--- src/dsi_cfg.svh ---
`ifndef DSI_CFG_SVH
`define DSI_CFG_SVH

// default time the two channels may disagree, in microseconds
`define DSI_DISC_TIME_US      10000
// time a contactor may take to drop out after switch-off, in microseconds
`define DSI_DROP_TIME_US      50000
// time a contactor may take to pull in after switch-on, in microseconds
`define DSI_PULL_TIME_US      50000
`define DSI_CLK_MHZ           100
// least cycles for a reset button level to count as pressed
`define DSI_BTN_FILT_CYC      16

`endif

--- src/dsi_pkg.sv ---
package dsi_pkg;

	typedef enum logic [2:0] {
		DSI_SAFE   = 3'b000,
		DSI_READY  = 3'b001,
		DSI_RUN    = 3'b011,
		DSI_DROP   = 3'b010,
		DSI_LOCKED = 3'b110
	} dsi_state_t;

	// the two sensor channels, kept apart as two separate bits
	typedef struct packed {
		logic safety_output_channel_a;
		logic safety_output_channel_b;
	} dsi_chan_t;

	// auxiliary contact feedback, high while the contactor is dropped out
	typedef struct packed {
		logic main_contactor_a;
		logic main_contactor_b;
	} dsi_fb_t;

	typedef enum logic [2:0] {
		DSI_FLT_NONE     = 3'h0,
		DSI_FLT_DISCREP  = 3'h1,
		DSI_FLT_NO_DROP  = 3'h2,
		DSI_FLT_NO_PULL  = 3'h3,
		DSI_FLT_FB_SPLIT = 3'h4
	} dsi_fault_t;

endpackage

--- src/dsi_interlock.sv ---
`timescale 1ns/1ps
`include "dsi_cfg.svh"
// How it works
// - any channel low forces machine safe
// - both channels sampled and judged separately
// - flag channels that carry different levels
// - disagreement tolerated only up to discrepancy time
// - restart interlock is built here, outside sensor
// - after interruption, wait for reset button press
// - mode change also demands a reset press
// - feedback must show drop-out after switch-off
// - switch-on only with contactors dropped out
// - field interrupted de-energizes both contactors
// - cross and short circuits lead to locking
// - contactor that fails to drop is fault
module dsi_interlock #(
	parameter int DISC_CYC = `DSI_DISC_TIME_US * `DSI_CLK_MHZ,
	parameter int DROP_CYC = `DSI_DROP_TIME_US * `DSI_CLK_MHZ,
	parameter int PULL_CYC = `DSI_PULL_TIME_US * `DSI_CLK_MHZ,
	parameter int BTN_CYC  = `DSI_BTN_FILT_CYC
) (
	input  wire logic                clk,
	input  wire logic                rstn,
	input  wire dsi_pkg::dsi_chan_t  safety_switching_output,
	input  wire dsi_pkg::dsi_fb_t    contactor_feedback_monitor,
	input  wire logic                reset_button,
	input  wire logic                mode_change,
	input  wire logic                fault_reset,
	output logic                     main_contactor_a,
	output logic                     main_contactor_b,
	output logic                     machine_enable,
	output logic                     locked,
	output dsi_pkg::dsi_fault_t      fault_code
);
	import dsi_pkg::*;

	// timers are 32 bits so the long contactor spans still fit at 100 MHz
	localparam int CW    = 32;
	// synchronised pins: two channels, two feedbacks, three control pins
	localparam int NSYNC = 7;

	logic [NSYNC-1:0] pin_raw, pin_sync;
	dsi_chan_t  chan_q;
	dsi_fb_t    fb_q;
	logic [2:0] btn_q;
	dsi_state_t state_q;
	logic [CW-1:0] disc_cnt_q, tmr_q, btn_cnt_q;
	logic       btn_armed_q, btn_press_q;
	logic       ch_a, ch_b, both_on, any_off, disagree, fb_out, fb_split;

	// raw pin bundle: channels, feedback, then fault reset, mode change, button
	assign pin_raw = {safety_switching_output, contactor_feedback_monitor,
		fault_reset, mode_change, reset_button};

	// one two-flop synchroniser per pin bit; only the second flop is read, so
	// a metastable first flop never reaches the decision logic
	for (genvar i = 0; i < NSYNC; i++) begin : g_sync
		logic meta_q, sync_q;

		always_ff @(posedge clk) begin
			if (!rstn) begin
				meta_q <= 1'b0;
				sync_q <= 1'b0;
			end else begin
				meta_q <= pin_raw[i];
				sync_q <= meta_q;
			end
		end
		assign pin_sync[i] = sync_q;
	end

	// unpack the synchronised bits back into the carrier types
	assign chan_q = dsi_chan_t'(pin_sync[6:5]);
	assign fb_q   = dsi_fb_t'(pin_sync[4:3]);
	assign btn_q  = pin_sync[2:0];

	// channels stay separate bits; never a wired combination
	// feedback high means the contactor has dropped out, auxiliary contact closed
	assign ch_a     = chan_q.safety_output_channel_a;
	assign ch_b     = chan_q.safety_output_channel_b;
	assign both_on  = ch_a & ch_b;
	assign any_off  = ~ch_a | ~ch_b;
	assign disagree = ch_a ^ ch_b;
	assign fb_out   = fb_q.main_contactor_a & fb_q.main_contactor_b;
	assign fb_split = fb_q.main_contactor_a ^ fb_q.main_contactor_b;

	// discrepancy timer; a normal switch edge may skew briefly between channels
	// it saturates at the limit so it can never wrap back under it
	always_ff @(posedge clk) begin
		if (!rstn)
			disc_cnt_q <= '0;
		else if (!disagree)
			disc_cnt_q <= '0;
		else if (disc_cnt_q < CW'(DISC_CYC))
			disc_cnt_q <= disc_cnt_q + 1'b1;
	end

	// button must be seen released, then held BTN_CYC cycles: a stuck button
	// never counts, so a welded pushbutton cannot restart the machine
	always_ff @(posedge clk) begin
		if (!rstn) begin
			btn_cnt_q   <= '0;
			btn_armed_q <= 1'b0;
			btn_press_q <= 1'b0;
		end else begin
			// the press is a one-cycle pulse; a state not waiting for it drops it,
			// so a press made too early has to be repeated
			btn_press_q <= 1'b0;
			if (!btn_q[0]) begin
				btn_cnt_q   <= '0;
				btn_armed_q <= 1'b1;
			end else if (btn_armed_q) begin
				if (btn_cnt_q >= CW'(BTN_CYC - 1)) begin
					btn_press_q <= 1'b1;
					btn_armed_q <= 1'b0;
				end else begin
					btn_cnt_q <= btn_cnt_q + 1'b1;
				end
			end
		end
	end

	// contactor timer, restarted on each state change
	// one timer serves pull-in and drop-out, as only one is ever awaited
	dsi_state_t state_d;
	logic [CW-1:0] tmr_d;
	dsi_fault_t fault_d;

	always_comb begin
		state_d = state_q;
		fault_d = DSI_FLT_NONE;
		case (state_q)
			// safe: coils off; wait for both channels on and both contactors out,
			// and lock if the channels disagree too long or the feedback splits
			DSI_SAFE: begin
				if (disc_cnt_q >= CW'(DISC_CYC))
					fault_d = DSI_FLT_DISCREP;
				else if (fb_split)
					fault_d = DSI_FLT_FB_SPLIT;
				else if (both_on && fb_out)
					state_d = DSI_READY;
			end
			// ready: armed for a reset press, back to safe if a channel drops or a feedback leaves drop-out
			DSI_READY: begin
				if (any_off || !fb_out)
					state_d = DSI_SAFE;
				else if (btn_press_q && !btn_q[1])
					state_d = DSI_RUN;
			end
			// run: any channel off or a mode change drops the coils at once
			DSI_RUN: begin
				if (any_off || btn_q[1]) begin
					state_d = DSI_DROP;
				end else if (fb_q.main_contactor_a | fb_q.main_contactor_b) begin
					// still dropped out after the pull-in time: a broken coil or
					// auxiliary contact, so that feedback can no longer be trusted
					if (tmr_q >= CW'(PULL_CYC))
						fault_d = DSI_FLT_NO_PULL;
				end
			end
			// drop: coils off; both auxiliary contacts must report drop-out
			// within the drop time, otherwise a contact is taken as welded
			DSI_DROP: begin
				if (fb_out)
					state_d = DSI_SAFE;
				else if (tmr_q >= CW'(DROP_CYC))
					fault_d = DSI_FLT_NO_DROP;
			end
			// locked: coils stay off; only a fault reset with both channels on
			// and equal leaves, and then only to safe, never straight to run
			DSI_LOCKED: begin
				if (btn_q[2] && !any_off && !disagree)
					state_d = DSI_SAFE;
			end
			// an illegal state code is treated as a fault and locks
			default:
				state_d = DSI_LOCKED;
		endcase
		// any fault overrides the move chosen above and locks
		if (fault_d != DSI_FLT_NONE)
			state_d = DSI_LOCKED;
		// timer saturates instead of wrapping, so a long stay never looks fresh
		tmr_d = (state_d != state_q) ? '0 : tmr_q + ((tmr_q == '1) ? CW'(0) : CW'(1));
	end

	// main state; no internal restart interlock in the sensor, so it lives here
	// reset lands in safe, so a power-up never starts the machine by itself
	always_ff @(posedge clk) begin
		if (!rstn) begin
			state_q <= DSI_SAFE;
			tmr_q   <= '0;
		end else begin
			state_q <= state_d;
			tmr_q   <= tmr_d;
		end
	end

	// registered outputs; contactors only energised in RUN with both channels on
	always_ff @(posedge clk) begin
		if (!rstn) begin
			main_contactor_a <= 1'b0;
			main_contactor_b <= 1'b0;
			machine_enable   <= 1'b0;
			locked           <= 1'b0;
			fault_code       <= DSI_FLT_NONE;
		end else begin
			main_contactor_a <= (state_d == DSI_RUN);
			main_contactor_b <= (state_d == DSI_RUN);
			machine_enable   <= (state_d == DSI_RUN);
			locked           <= (state_d == DSI_LOCKED);
			// the code latches the cause and holds it for as long as it locks
			if (fault_d != DSI_FLT_NONE)
				fault_code <= fault_d;
			else if (state_d != DSI_LOCKED)
				fault_code <= DSI_FLT_NONE;
		end
	end

endmodule

--- config.mk ---
export PLATFORM = sky130hd
export DESIGN_NAME = dsi_interlock
export DESIGN_NICKNAME = d
export VERILOG_FILES = /design/src/dsi_pkg.sv /design/src/dsi_interlock.sv
export VERILOG_INCLUDE_DIRS = /design/src
export SDC_FILE = /design/constraint.sdc
export NUM_CORES = 1
export LEC_CHECK = 0
export ABC_AREA = 1
export BUFFER_PORTS_ARGS = -buffer_cell sky130_fd_sc_hd__buf_4
export CAP_MARGIN = 20
export CORE_AREA = 2 2 141 143
export CTS_CLUSTER_DIAMETER = 80
export DETAILED_ROUTE_END_ITERATION = 10
export DIE_AREA = 0 0 143 145
export PLACE_DENSITY = 0.53
export SLEW_MARGIN = 5
export SYNTH_ARGS = -nofsm -noshare
export SYNTH_HDL_FRONTEND = slang
export SYNTH_SLANG_ARGS = --single-unit
--- constraint.sdc ---
create_clock -name clk -period 3.8 [get_ports clk]
set_input_delay 0.76 -clock clk [delete_from_list [all_inputs] [get_ports clk]]
set_output_delay 0.76 -clock clk [all_outputs]
set_load 0.005 [all_outputs]
==> results list, run 1 <==
- Count of state elements after synthesis: 120
* Simple-gate area share of the yosys netlist: 30.41%
* Antenna violations before repair: 0
- IR analysis of the VDD net gives a maximum drop of 0.0002387 V.
- Most common cell after layout, fill and taps aside: inv_1
* Crit path depth: 16
- OpenSTA, run right after detailed placement, puts the worst setup slack at 1.266 ns.
* Main combinational cell family by area after synthesis: simple AND/OR/NAND/NOR gates
- Number of CTS-inserted buffers: 17
- CP Data Required Time: 4.09 ns
* Fin crit share: 68.01%
* Worst skew pair latency: 0.41 ns
* Num ports: 16
- Area fraction of the dominant cell type after synthesis: 45.40%
- The worst path in the final design needs a cycle of 2.584 ns, including I/O delays and setup.
- Startpoint-to-endpoint class of the critical path: reg -> reg
- Synthesis Warnings: 0
- Overall fraction of global-route tracks in use: 10.17%
- Number of enable-type register cells in the synthesized netlist: 0
- The worst setup path is captured at a flop.
- Quantity of gates resized following cts: 0
- Post-synthesis share of cell area spent on full adders, half adders and majority gates: 1.892%
- For this run, the post-layout net count is 746.
- Xor/xnor cell area share of the yosys netlist: 5.793%
- Number of buffer and inverter instances along the worst setup path: 2
- In the final routed layout, each cell accounts on average for 9.729 microns.
* Final worst clock skew: 0.007599 ns
* Critical path startpoint: tmr_q[22]
* Library cell used as clock root buffer: clkbuf_16
* Residual antenna-violating net count after detailed routing: 0
- FP Rows: 51
* Largest stage delay on the critical path: 0.42 ns
* Aggregate negative setup slack: 0 ns
* Die Area: 0.02074 sq mm
- For this block, the routed nets add up to 9.797 mm of wire.
- First-pass GRT wire length: 17.03 mm
- In this run, the number of DRC markers left after iteration 0 of detailed routing was 122.
- Highest-count cells in the layout ignoring fill and taps: inv_1 (142), dfxtp_1 (120), nand2_1 (107), nor2_1 (96), nor2_2 (34)
- The first TritonRoute pass finished after 4 iterations.
- Fraction of final layout cells sized beyond drive strength 1: 13.61%
- Finished layout cell area: 0.006235 sq mm
- The congestion estimate from routability-driven global placement came to 0.8350.
* Number of max-slew violations in the final report: 0
* Share of total power in the clock network: 52.1%
* Crit path max fanout: 5
* Netlist Area Pre-Place: 0.005291 sq mm
- Result of the run: finished, final reports clean
- The clock net in this run drives a total of 120 sinks.
- In the routed design, unresolved DRC markers number 0.
- Fraction of registers with async set or reset after synthesis: 0%
* Startpoint of the worst-slack reg-to-reg timing path: tmr_q[22]
- Internal Pwr Total: 2.219 mW
- Once placement completed, the tool counted placed cells totaling 974.
* Post-CTS Hold Buffers: 0
* Maximum clock frequency: 387.0 MHz
* Unrepaired setup endpoints after global routing: false
- Overall power of the completed layout: 2.920 mW
* Placed wire-length estimate after detailed placement: 6.833 mm
- The repair_antennas step left the layout with diodes totalling 0.
- Syn Inst Count: 708
* Vertical extent of the die: 145 microns
- Cell breakdown of the critical path: inv_1, nor3_1, nand4_1, nor4_1, nand3_1, ha_1, ha_1, nand2_1, nor2_1, nand3_2, nor3_4, nand2_2, nor2_2, xor2_1, inv_1, nor2_2
* Maximum clock insertion buffer count: 2
- The core region is 0.01921 sq mm.
* Initial cell density of the core: 27.55%
- Counting cells, the worst reg-to-reg path comes to 16.
- Using the TritonRoute via totals, the vias-per-cell ratio works out to 4.033.
* DR vias: 4061
- After synthesis, flip-flops and latches occupy 45.40% of the total area.
- Die outline width: 143 microns
- Post-synthesis area per instance: 7.474 sq um
* Mux cell area share after synthesis: 0%
- Summed over all nets, the switching power comes to 701.0 uW.
- Counting every net in the synthesized netlist gives 725.
* Total placed instance area: 0.005649 sq mm
* Slowest cell on the critical path: dfxtp_1
* Relative area change from synthesis to final layout: 17.83%
* Final worst-path setup slack: 1.216 ns
- After synthesis, the netlist uses 34 different library cells.
* Category of cells accounting for the largest share of critical-path delay: simple AND/OR/NAND/NOR gates
- Leading post-synthesis cells by cell area: dfxtp_1 (45%), inv_1 (10%), nand2_1 (7.6%)
- The biggest area contributor in the post-synthesis netlist is dfxtp_1.
* Total gr overflow: 0
- Excluding fillers, the count of instances in the completed layout stands at 1007.
- Of the total power, combinational logic draws 3.9%.
- The worst setup path is launched from a flop.
- Leakage power of the design: 2.367 nW
- The via count of the first global-routing pass is 3713.
- Post-synthesis compound-gate area fraction: 4.445%
- Count of final setup violators: 0
- Seq pwr share: 44.0%
- Clock-pin slew on the worst setup and hold paths: 0.06 ns
- Worst hold start: g_sync[3].meta_q
- In this run the power density over the cells is 468.4 mW/mm^2.
* Most frequently used flop master after synthesis: dfxtp_1
- Largest net degree at the start of global routing: 34
- The number of hold violations in the final report was 0.
- Net switching is 24.01% of the power.
- The tool flagged a number of max-cap violations equal to 0.
- The worst hold path passes through 2 cells.
* Min-Delay Path Class: reg -> reg
- Post-CTS Setup Inserts: 0
* # H-tree levels: 4
* Data arrival time of the critical path: 2.87 ns
* Clock tree from TritonCTS: done
* Remaining max-slew budget at the tightest pin: 52.56%
* Buffers added on ports: 15
* Transition at the pin with the smallest max-transition slack: 0.7098 ns
- Final core utilization: 32.46%
- Hold timing on the final database bottoms out at a slack of 0.4092 ns.
## worst register-to-register path, stage by stage (launching register included)
cell and delay (ns):
dfxtp_1 0.42, inv_1 0.08, nor3_1 0.30, nand4_1 0.14, nor4_1 0.18, nand3_1 0.10
ha_1 0.23, ha_1 0.21, nand2_1 0.10, nor2_1 0.11, nand3_2 0.14, nor3_4 0.07
nand2_2 0.09, nor2_2 0.04, xor2_1 0.14, inv_1 0.07, nor2_2 0.04
## cells in the mapped netlist (8+ instances only)
cell type and n:
nor2_1 96, dfxtp_1 120, nand2_1 107, nor2_2 34, inv_1 142, a21oi_1 29, o21ai_0 12, nand4_1 22
ha_1 8, nor4_1 9, xor2_1 23, xnor2_1 12, nand3_1 27, nor3_1 23
## registers in the layout, summed over array words and instances, names as in the netlist, 3 cells and up
register       flops
btn_cnt_q         32
disc_cnt_q        32
tmr_q             32
g_sync.meta_q      7
g_sync.sync_q      5
fault_code         3
state_q            3
## layout make-up
type	instances	area (sq um)
fill	2065	12970
multi-input combinational	427	2251
sequential	120	2402
clock inverter	15	145.1
clock buffer	17	425.4
inverter	147	551.8
timing repair buffer	16	127.6
tap	265	331.6
## final timing paths
check,endpoint,slack (ns)
max,tmr_q[30],1.22
min,g_sync[3].sync_q,0.41
max reg2reg,tmr_q[30],1.22
min reg2reg,g_sync[3].sync_q,0.41
## per-layer routing
layer | routed length (microns) | GRT usage (%) | part of all wire, %
met5 | 0 | 0 | 0
met2 | 4293 | 15.07 | 44
met1 | 5024 | 13.43 | 51
met3 | 262 | 2.574 | 2.7
met4 | 218 | 5.545 | 2.2
## power by group through the flow
stage          Clock (mW)  Sequential [mW]  Combinational (mW)
2_1_floorplan           0             1.31              0.0991
3_3_place_gp            0             1.31               0.117
3_5_place_dp            0             1.31               0.117
4_1_cts              1.57             1.28               0.117
5_1_grt              1.62             1.29               0.133
6_report             1.52             1.28               0.115
## cell families (layout without fill, tap and decap cells)
family                     after synthesis  count (layout)
AOI/OAI and AO/OA                       45              45
xor gates and xnor gates                35              35
adders and majority gates                8               8
buffers and inverters                  161             195
DFF                                    120             120
and+or+nand+nor                        339             339
(Power assumes the default switching activity.)
==> run 2: changes to the inputs <==
- PLACE_DENSITY: 0.53 -> 0.54
- clock period: 3.8 -> 2.33 ns (I/O delays scaled with it)
==> run 2 against run 1 <==
Compared with the run above:
- critical path depth shrank 1
- first-iteration DRC count is 35% higher
- hold slack got worse by 0.18 ns
- highest routed layer unchanged
==> results list, run 2 (same netlist as run 1, synthesis figures left out) <==
- Result of the run: finished, final reports clean
- Maximum clock insertion buffer count: 2 (unchanged)
* Reg-to-Reg End: tmr_q[23]
* Max-cap violations: 0 (unchanged)
* DR vias: 4204 (+3.5%)
* Antenna violations before repair: 0 (unchanged)
- Switching pwr: 1.128 mW (+61%)
- Leaving out fill and tap cells, the most frequent cell in the layout is inv_1.
- The clock-pin transition on the worst setup and hold timing paths is 0.06 ns (about the same).
- The register area was 0.002411 sq mm (+0.36%).
- The source-to-sink clock delay at the later pin of the worst-skew pair came to 0.41 ns (about the same).
- The arrival time reported for the critical path endpoint came to 2.57 ns (-0.30 ns).
* Count of final setup violators: 0 (unchanged)
- The power density over cell area is 746.9 mW/mm^2 (+59%).
- The switching power share of the total came to 22.58% (-1.4 points).
* Internal Pwr Total: 3.868 mW (+74%)
- Fillcell total: 2019 (-2.2%)
* Overall fraction of global-route tracks in use: 10.56% (+0.39 points)
* Placed wire-length estimate after detailed placement: 7.431 mm (+8.8%)
- Nature of the critical path startpoint: flop
- The clock net sink count came to 120 (unchanged).
- Finished layout cell area: 0.006688 sq mm (+7.3%)
* DR WL/cell: 9.909 microns (+1.9%)
* Post-CTS Hold Buffers: 0 (unchanged)
* Relative area change from synthesis to final layout: 26.39%
* Unrepaired setup endpoints after global routing: true
- The worst hold path begins at contactor_feedback_monitor[1].
- The horizontal die dimension was 143 microns (unchanged).
- Min Tclk post-route: 2.226 ns (-0.3582 ns)
* Final worst clock skew: 0.006496 ns (-0.001103 ns)
* Number of CTS-inserted buffers: 17 (unchanged)
* Share of total power in the clock network: 53.0% (+0.9 points)
- Hold Crit Depth: 3 (+1)
* Die Area: 0.02074 sq mm (unchanged)
- Remaining max-slew budget at the tightest pin: 61.48% (+8.9 points)
* Initial cell density of the core: 27.55% (unchanged)
* Maximum clock frequency: 449.2 MHz (+16%)
- The number of port buffers is 15 (unchanged).
- In this run the critical register-to-register path is launched from tmr_q[1].
- Vertical extent of the die: 145 microns (unchanged)
- Clock tree from TritonCTS: done
- The largest net degree at the start of global routing came to 26 (-24%).
- Area occupied by multi-input gates: 0.002325 sq mm (+3.3%)
- Fin crit share: 95.54% (+28 points)
* Sink of the worst hold path: g_sync[4].meta_q
- Worst supply voltage drop on vdd: 0.0004440 V (+86%)
* First-pass GRT wire length: 17.65 mm (+3.6%)
* FP Rows: 51 (unchanged)
- Crit path max fanout: 4 (-1)
- In the layout the commonest cells are inv_1 (140), dfxtp_1 (113), nand2_1 (103), nor2_1 (92), buf_4 (53).
- Total gr overflow: 0 (unchanged)
- CP Data Required Time: 2.68 ns (-1.41 ns)
* Final weighted congestion in routability-driven placement: 0.8417 (+0.80%)
- Combinational share of power: 5.0% (+1.1 points)
- Worst Reg-to-Reg Cells: 15 (-1)
- DRC viols: 0 (unchanged)
- The number of hold violations in the final report was 0 (unchanged).
- The worst slack on hold paths is 0.2306 ns (-0.1786 ns).
- The leakage power of the design is 2.615 nW (+10%).
- Total placed instance area: 0.005924 sq mm (+4.9%)
* First-pass DRT Iterations: 5 (+1)
* Core region area: 0.01921 sq mm (unchanged)
- The violation count after the first detailed-routing iteration came to 165 (+35%).
- Net count, final: 786 (+5.4%)
* Worst reg-to-reg setup slack: 0.10 ns (-1.11 ns)
* Library cell used as clock root buffer: clkbuf_16
* Residual antenna-violating net count after detailed routing: 0 (unchanged)
- Crit end category: flop
* Number of max-slew violations in the final report: 0 (unchanged)
* Antenna Cells: 0 (unchanged)
- The number of I/O pins is 16 (unchanged).
- The number of levels the H-tree was split into is 4 (unchanged).
- Registers with the most flip-flops: btn_cnt_q (32), disc_cnt_q (32), tmr_q (32)
* Critical path startpoint: tmr_q[1]
- Vias in the first global route: 3822 (+2.9%)
- Startpoint-to-endpoint class of the critical path: reg -> reg
- Seq pwr share: 42.0% (-2.0 points)
- The min-delay analysis places its worst path in the category in -> reg.
- Transition at the pin with the smallest max-transition slack: 0.5726 ns (-0.1373 ns)
* Average via count per standard cell: 4.015 (-0.43%)
- The ratio of cells with drive above 1 in the final layout came to 20.72% (+7.1 points).
- The aggregate routed wire length is 10.38 mm (+5.9%).
==> run 2: final cells by class <==
cell class | instances | area share [%]
flip-flops and latches | 120 | 36.05
clock buffers | 18 | 6.417
well taps | 265 | 4.958
multi-input cells | 427 | 34.76
inverters | 147 | 8.251
repair buffers | 56 | 6.922
clock inverters | 14 | 2.638
==> run 2: worst max-delay path, cell delays in order, from the launching register on <==
cell and delay, ns:
dfxtp_1 0.45, nand4_1 0.15, nor4_2 0.33, nand3_2 0.13, ha_4 0.20, nand3_4 0.10
nor3_4 0.06, inv_1 0.07, nor2_2 0.04, inv_1 0.07, nor2_2 0.05, nand4_1 0.12
buf_4 0.13, xor2_1 0.14, inv_1 0.06, nor2_2 0.08
==> run 2: repair_timing <==
action | CTS | global route
resized for setup | 1 | 28
endpoints found under the setup margin | 1 | 32
pin swaps | 0 | 11
setup buffers | 0 | 5
gates cloned | 0 | 1
==> run 2: how the worst max path moves through the flow <==
stage,end,slack (ns)
2_1_floorplan,tmr_q[30],0.14
3_3_place_gp,tmr_q[16],0.05
3_5_place_dp,tmr_q[30],0.005
4_1_cts,tmr_q[30],0.03
5_1_grt,tmr_q[27],-0.08
6_report,tmr_q[23],0.10
==> run 2: per-layer routing <==
| metal | GRT usage [%] | vias up | wire [microns] |
|---|---|---|---|
| met3 | 3.201 | 14 | 297 |
| li1 | - | 2291 | - |
| met2 | 15.77 | 44 | 4707 |
| met1 | 14.12 | 1855 | 5223 |
| met4 | 4.307 | 0 | 147 |
| met5 | 0 | - | 0 |
==> run 2: stage by stage <==
step                instances  util [%]  power, mW  setup WS (ns)  setup TNS [ns]
floorplan                 708         -      2.297         0.1366               0
global placement         1009     30.84      2.351        0.05343               0
detailed placement       1009     30.84      2.352       0.005202               0
CTS                      1041     34.02      5.030        0.02599               0
global route             1047     34.82      5.192       -0.07817         -0.2044
finish                   1047     34.82      4.995         0.1040               0
==> run 2: power by group through the flow <==
stage / combinational [mW] / sequential (mW) / clock [mW]
after floorplan: 0.162 / 2.14 / 0
after global placement: 0.212 / 2.14 / 0
after detailed placement: 0.212 / 2.14 / 0
after CTS: 0.213 / 2.09 / 2.72
after global routing: 0.277 / 2.10 / 2.81
final: 0.249 / 2.10 / 2.65
==> run 3: changes to the inputs <==
- CTS_CLUSTER_SIZE: default -> 16
- SETUP_SLACK_MARGIN: default -> 0.5
==> run 3 against run 2 <==
Compared with the run above:
- worst setup slack better by 0.077 ns
- cell area up 9.1%
- critical path depth up 1
- clock power up 2%
- total power up 2.4%
- via count up 3.9%
- global-route usage up 0.86 points
- core utilization up 3.2 points
- sequential power about the same
- non-clock buffer count up 20
==> results list, run 3 (same netlist as run 1, synthesis figures left out) <==
* Placed wire-length estimate after detailed placement: 7.087 mm (-4.6%)
* Count of final setup violators: 0 (unchanged)
- Worst reg-to-reg setup slack: 0.18 ns (+0.08 ns)
- Total placed instance area: 0.005863 sq mm (-1.0%)
- Combinational share of power: 6.5% (+1.5 points)
* Finished layout cell area: 0.007300 sq mm (+9.1%)
- Core region area: 0.01921 sq mm (unchanged)
- Highest-count cells in the layout ignoring fill and taps: inv_1 (133), dfxtp_1 (95), nand2_1 (90), nor2_1 (79), buf_4 (67)
- In this run the most critical hold path is launched from mode_change.
- The number of iterations in the first detailed-routing pass is 4 (-1).
* Final worst clock skew: 0.009358 ns (+0.002862 ns)
* Unrepaired setup endpoints after global routing: true
* Fin crit share: 92.25% (-3.3 points)
- The register area was 0.002456 sq mm (+1.9%).
- The maximum clock rate was 465.2 MHz (+3.6%).
- Total gr overflow: 0 (unchanged)
* Buffers added on ports: 15 (unchanged)
- Clock-pin slew on the worst setup and hold paths: 0.06 ns (about the same)
- Die Area: 0.02074 sq mm (unchanged)
- The relative contribution of sequential cells to total power is 40.8% (-1.2 points).
* Fillcell total: 1963 (-2.8%)
- The wire length per cell after detailed routing is 10.68 microns (+7.8%).
* Average via count per standard cell: 4.097 (+2.0%)
- The horizontal die dimension came to 143 microns (unchanged).
* Net count, final: 806 (+2.5%)
- Remaining max-slew budget at the tightest pin: 71.59% (+10 points)
- Antenna Cells: 0 (unchanged)
- The depth of the worst register-to-register path is 16 (+1).
- STA classifies the critical path startpoint as a flop.
- The number of I/O pins is 16 (unchanged).
- From synthesis to final layout, the design area changed by 37.95%.
- The aggregate routed wire length was 11.39 mm (+9.7%).
- Number of cells after detailed placement: 989 (-2.0%)
* Sink of the worst hold path: g_sync[1].meta_q
* Largest net degree at the start of global routing: 33 (+27%)
* Leakage power of the design: 2.895 nW (+11%)
* DRC viols: 0 (unchanged)
- The internal portion of total power came to 3.968 mW (+2.6%).
- Final standard cell count with taps included and fillers excluded: 1066 (+1.8%)
- The switching power summed over all nets is 1.148 mW (+1.8%).
* Startpoint-to-endpoint class of the critical path: reg -> reg
- The ratio of cells with drive above 1 in the final layout is 31.59% (+11 points).
- The overall fraction of global-route tracks in use was 11.42% (+0.86 points).
- Vias in the first global route: 4140 (+8.3%)
- Switching share of power: 22.44% (-0.14 points)
- Worst supply voltage drop on vdd: 0.0004259 V (-4.1%)
* # H-tree levels: 4 (unchanged)
- TritonCTS built the clock tree.
* Number of CTS-inserted buffers: 17 (unchanged)
- Share of total power in the clock network: 52.7% (-0.3 points)
- Area occupied by multi-input gates: 0.002674 sq mm (+15%)
- The max-slew violation total from the final report is 0 (unchanged).
- Sinks on Clock Net: 120 (unchanged)
- Initial cell density of the core: 27.55% (unchanged)
- The worst hold path depth was 3 (unchanged).
- The aggregate negative setup slack is 0 ns (unchanged).
* Data arrival time of the critical path: 2.51 ns (-0.06 ns)
- The power density over cell area was 700.9 mW/mm^2 (-6.2%).
- The final critical delay including setup and external delays came to 2.149 ns (-0.07650 ns).
- Max-cap violations: 0 (unchanged)
- The worst slack on hold paths is 0.2267 ns (-0.003871 ns).
* Endpoints failing hold: 0 (unchanged)
- The number of nets still failing antenna checks after routing came to 0 (unchanged).
* DRC marker count from the first detailed-route iteration: 145 (-12%)
- DR vias: 4367 (+3.9%)
- The number of core rows is 51 (unchanged).
* Maximum clock insertion buffer count: 2 (unchanged)
- First-pass GRT wire length: 19.04 mm (+7.9%)
- Most common cell after layout, fill and taps aside: inv_1
- The tightest min-delay check is of the in -> reg type.
- The required arrival time at the worst endpoint was 2.69 ns (about the same).
- Crit end category: flop
- Startpoint of the worst-slack reg-to-reg timing path: tmr_q[7]
* Vertical extent of the die: 145 microns (unchanged)
- Reg-to-Reg End: tmr_q[30]
- The tree is rooted in a clkbuf_16.
- Final core utilization: 38.00% (+3.2 points)
- Registers with the most flip-flops: btn_cnt_q (32), disc_cnt_q (32), tmr_q (32)
- The number of antenna violations at the first check in global routing was 0 (unchanged).
- Worst skew pair latency: 0.41 ns (about the same)
- Result of the run: finished, final reports clean
* Crit path max fanout: 3 (-1)
- Post-CTS Hold Buffers: 0 (unchanged)
- The routability-driven placement congestion ratio came to 0.8175 (-2.9%).
- Transition at the pin with the smallest max-transition slack: 0.4257 ns (-0.1468 ns)
[run 3: cell types whose count changed in the layout (fill, tap and decap cells not counted), sizes merged]
| cell | previous run | this run |
|---|---|---|
| clkbuf | 19 | 20 |
| clkinv | 9 | 7 |
| buf | 55 | 76 |
| inv | 147 | 146 |
[run 3: power by group through the flow]
stage / Clock, mW / Combinational [mW] / Sequential [mW]
after detailed placement: 0 / 0.222 / 2.14
after CTS: 2.76 / 0.314 / 2.09
after global routing: 2.85 / 0.361 / 2.09
final: 2.70 / 0.333 / 2.09
after floorplan: 0 / 0.171 / 2.14
after global placement: 0 / 0.224 / 2.14
[run 3: area by class of cell]
| type | instances | area share, % |
|---|---|---|
| multi-input combinational | 427 | 36.63 |
| sequential | 120 | 33.65 |
| clock inverter | 11 | 2.023 |
| timing repair buffer | 76 | 9.119 |
| tap | 265 | 4.542 |
| inverter | 147 | 7.645 |
| clock buffer | 20 | 6.394 |
[run 3: worst max-delay path by stage]
stage,cells after the start,to,start,slack [ns]
after global routing,14,tmr_q[29],tmr_q[7],0.05
after floorplan,16,tmr_q[30],tmr_q[22],0.32
after global placement,14,tmr_q[29],tmr_q[11],0.1
final,16,tmr_q[30],tmr_q[7],0.18
after CTS,17,tmr_q[23],tmr_q[20],0.18
after detailed placement,14,tmr_q[29],tmr_q[11],0.06
[run 3: what timing repair did]
item | CTS | global route
pin swaps | 33 | 38
setup buffers | 28 | 15
endpoints found under the setup margin | 40 | 46
cloned | 3 | 0
gates resized for setup | 53 | 71
[run 3: layer usage]
layer | global-route usage [%] | vias up | part of all wire [%]
met1 | 14.27 | 1944 | 47
li1 | - | 2341 | -
met5 | 0 | - | 0
met3 | 2.541 | 29 | 2.1
met2 | 18.54 | 53 | 48
met4 | 5.347 | 0 | 2.7
[run 3: stage by stage]
step / total power [mW] / setup slack [ns]
3_5_place_dp: 2.363 / 0.06414
6_report: 5.116 / 0.1805
5_1_grt: 5.304 / 0.05494
2_1_floorplan: 2.311 / 0.3150
3_3_place_gp: 2.365 / 0.09615
4_1_cts: 5.161 / 0.1805
[run 3: critical path, stage by stage, from the launching register on]
cell and delay [ns]:
dfxtp_4 0.34, nand2_2 0.07, inv_1 0.05, nand2_2 0.09, nor3_4 0.06, nand3_2 0.09
ha_4 0.17, ha_4 0.15, nand2_4 0.05, nor2_4 0.16, nand3_4 0.13, nor3_4 0.26
nand2_2 0.10, nor2_2 0.10, xor2_1 0.15, inv_1 0.06, nor2_2 0.06
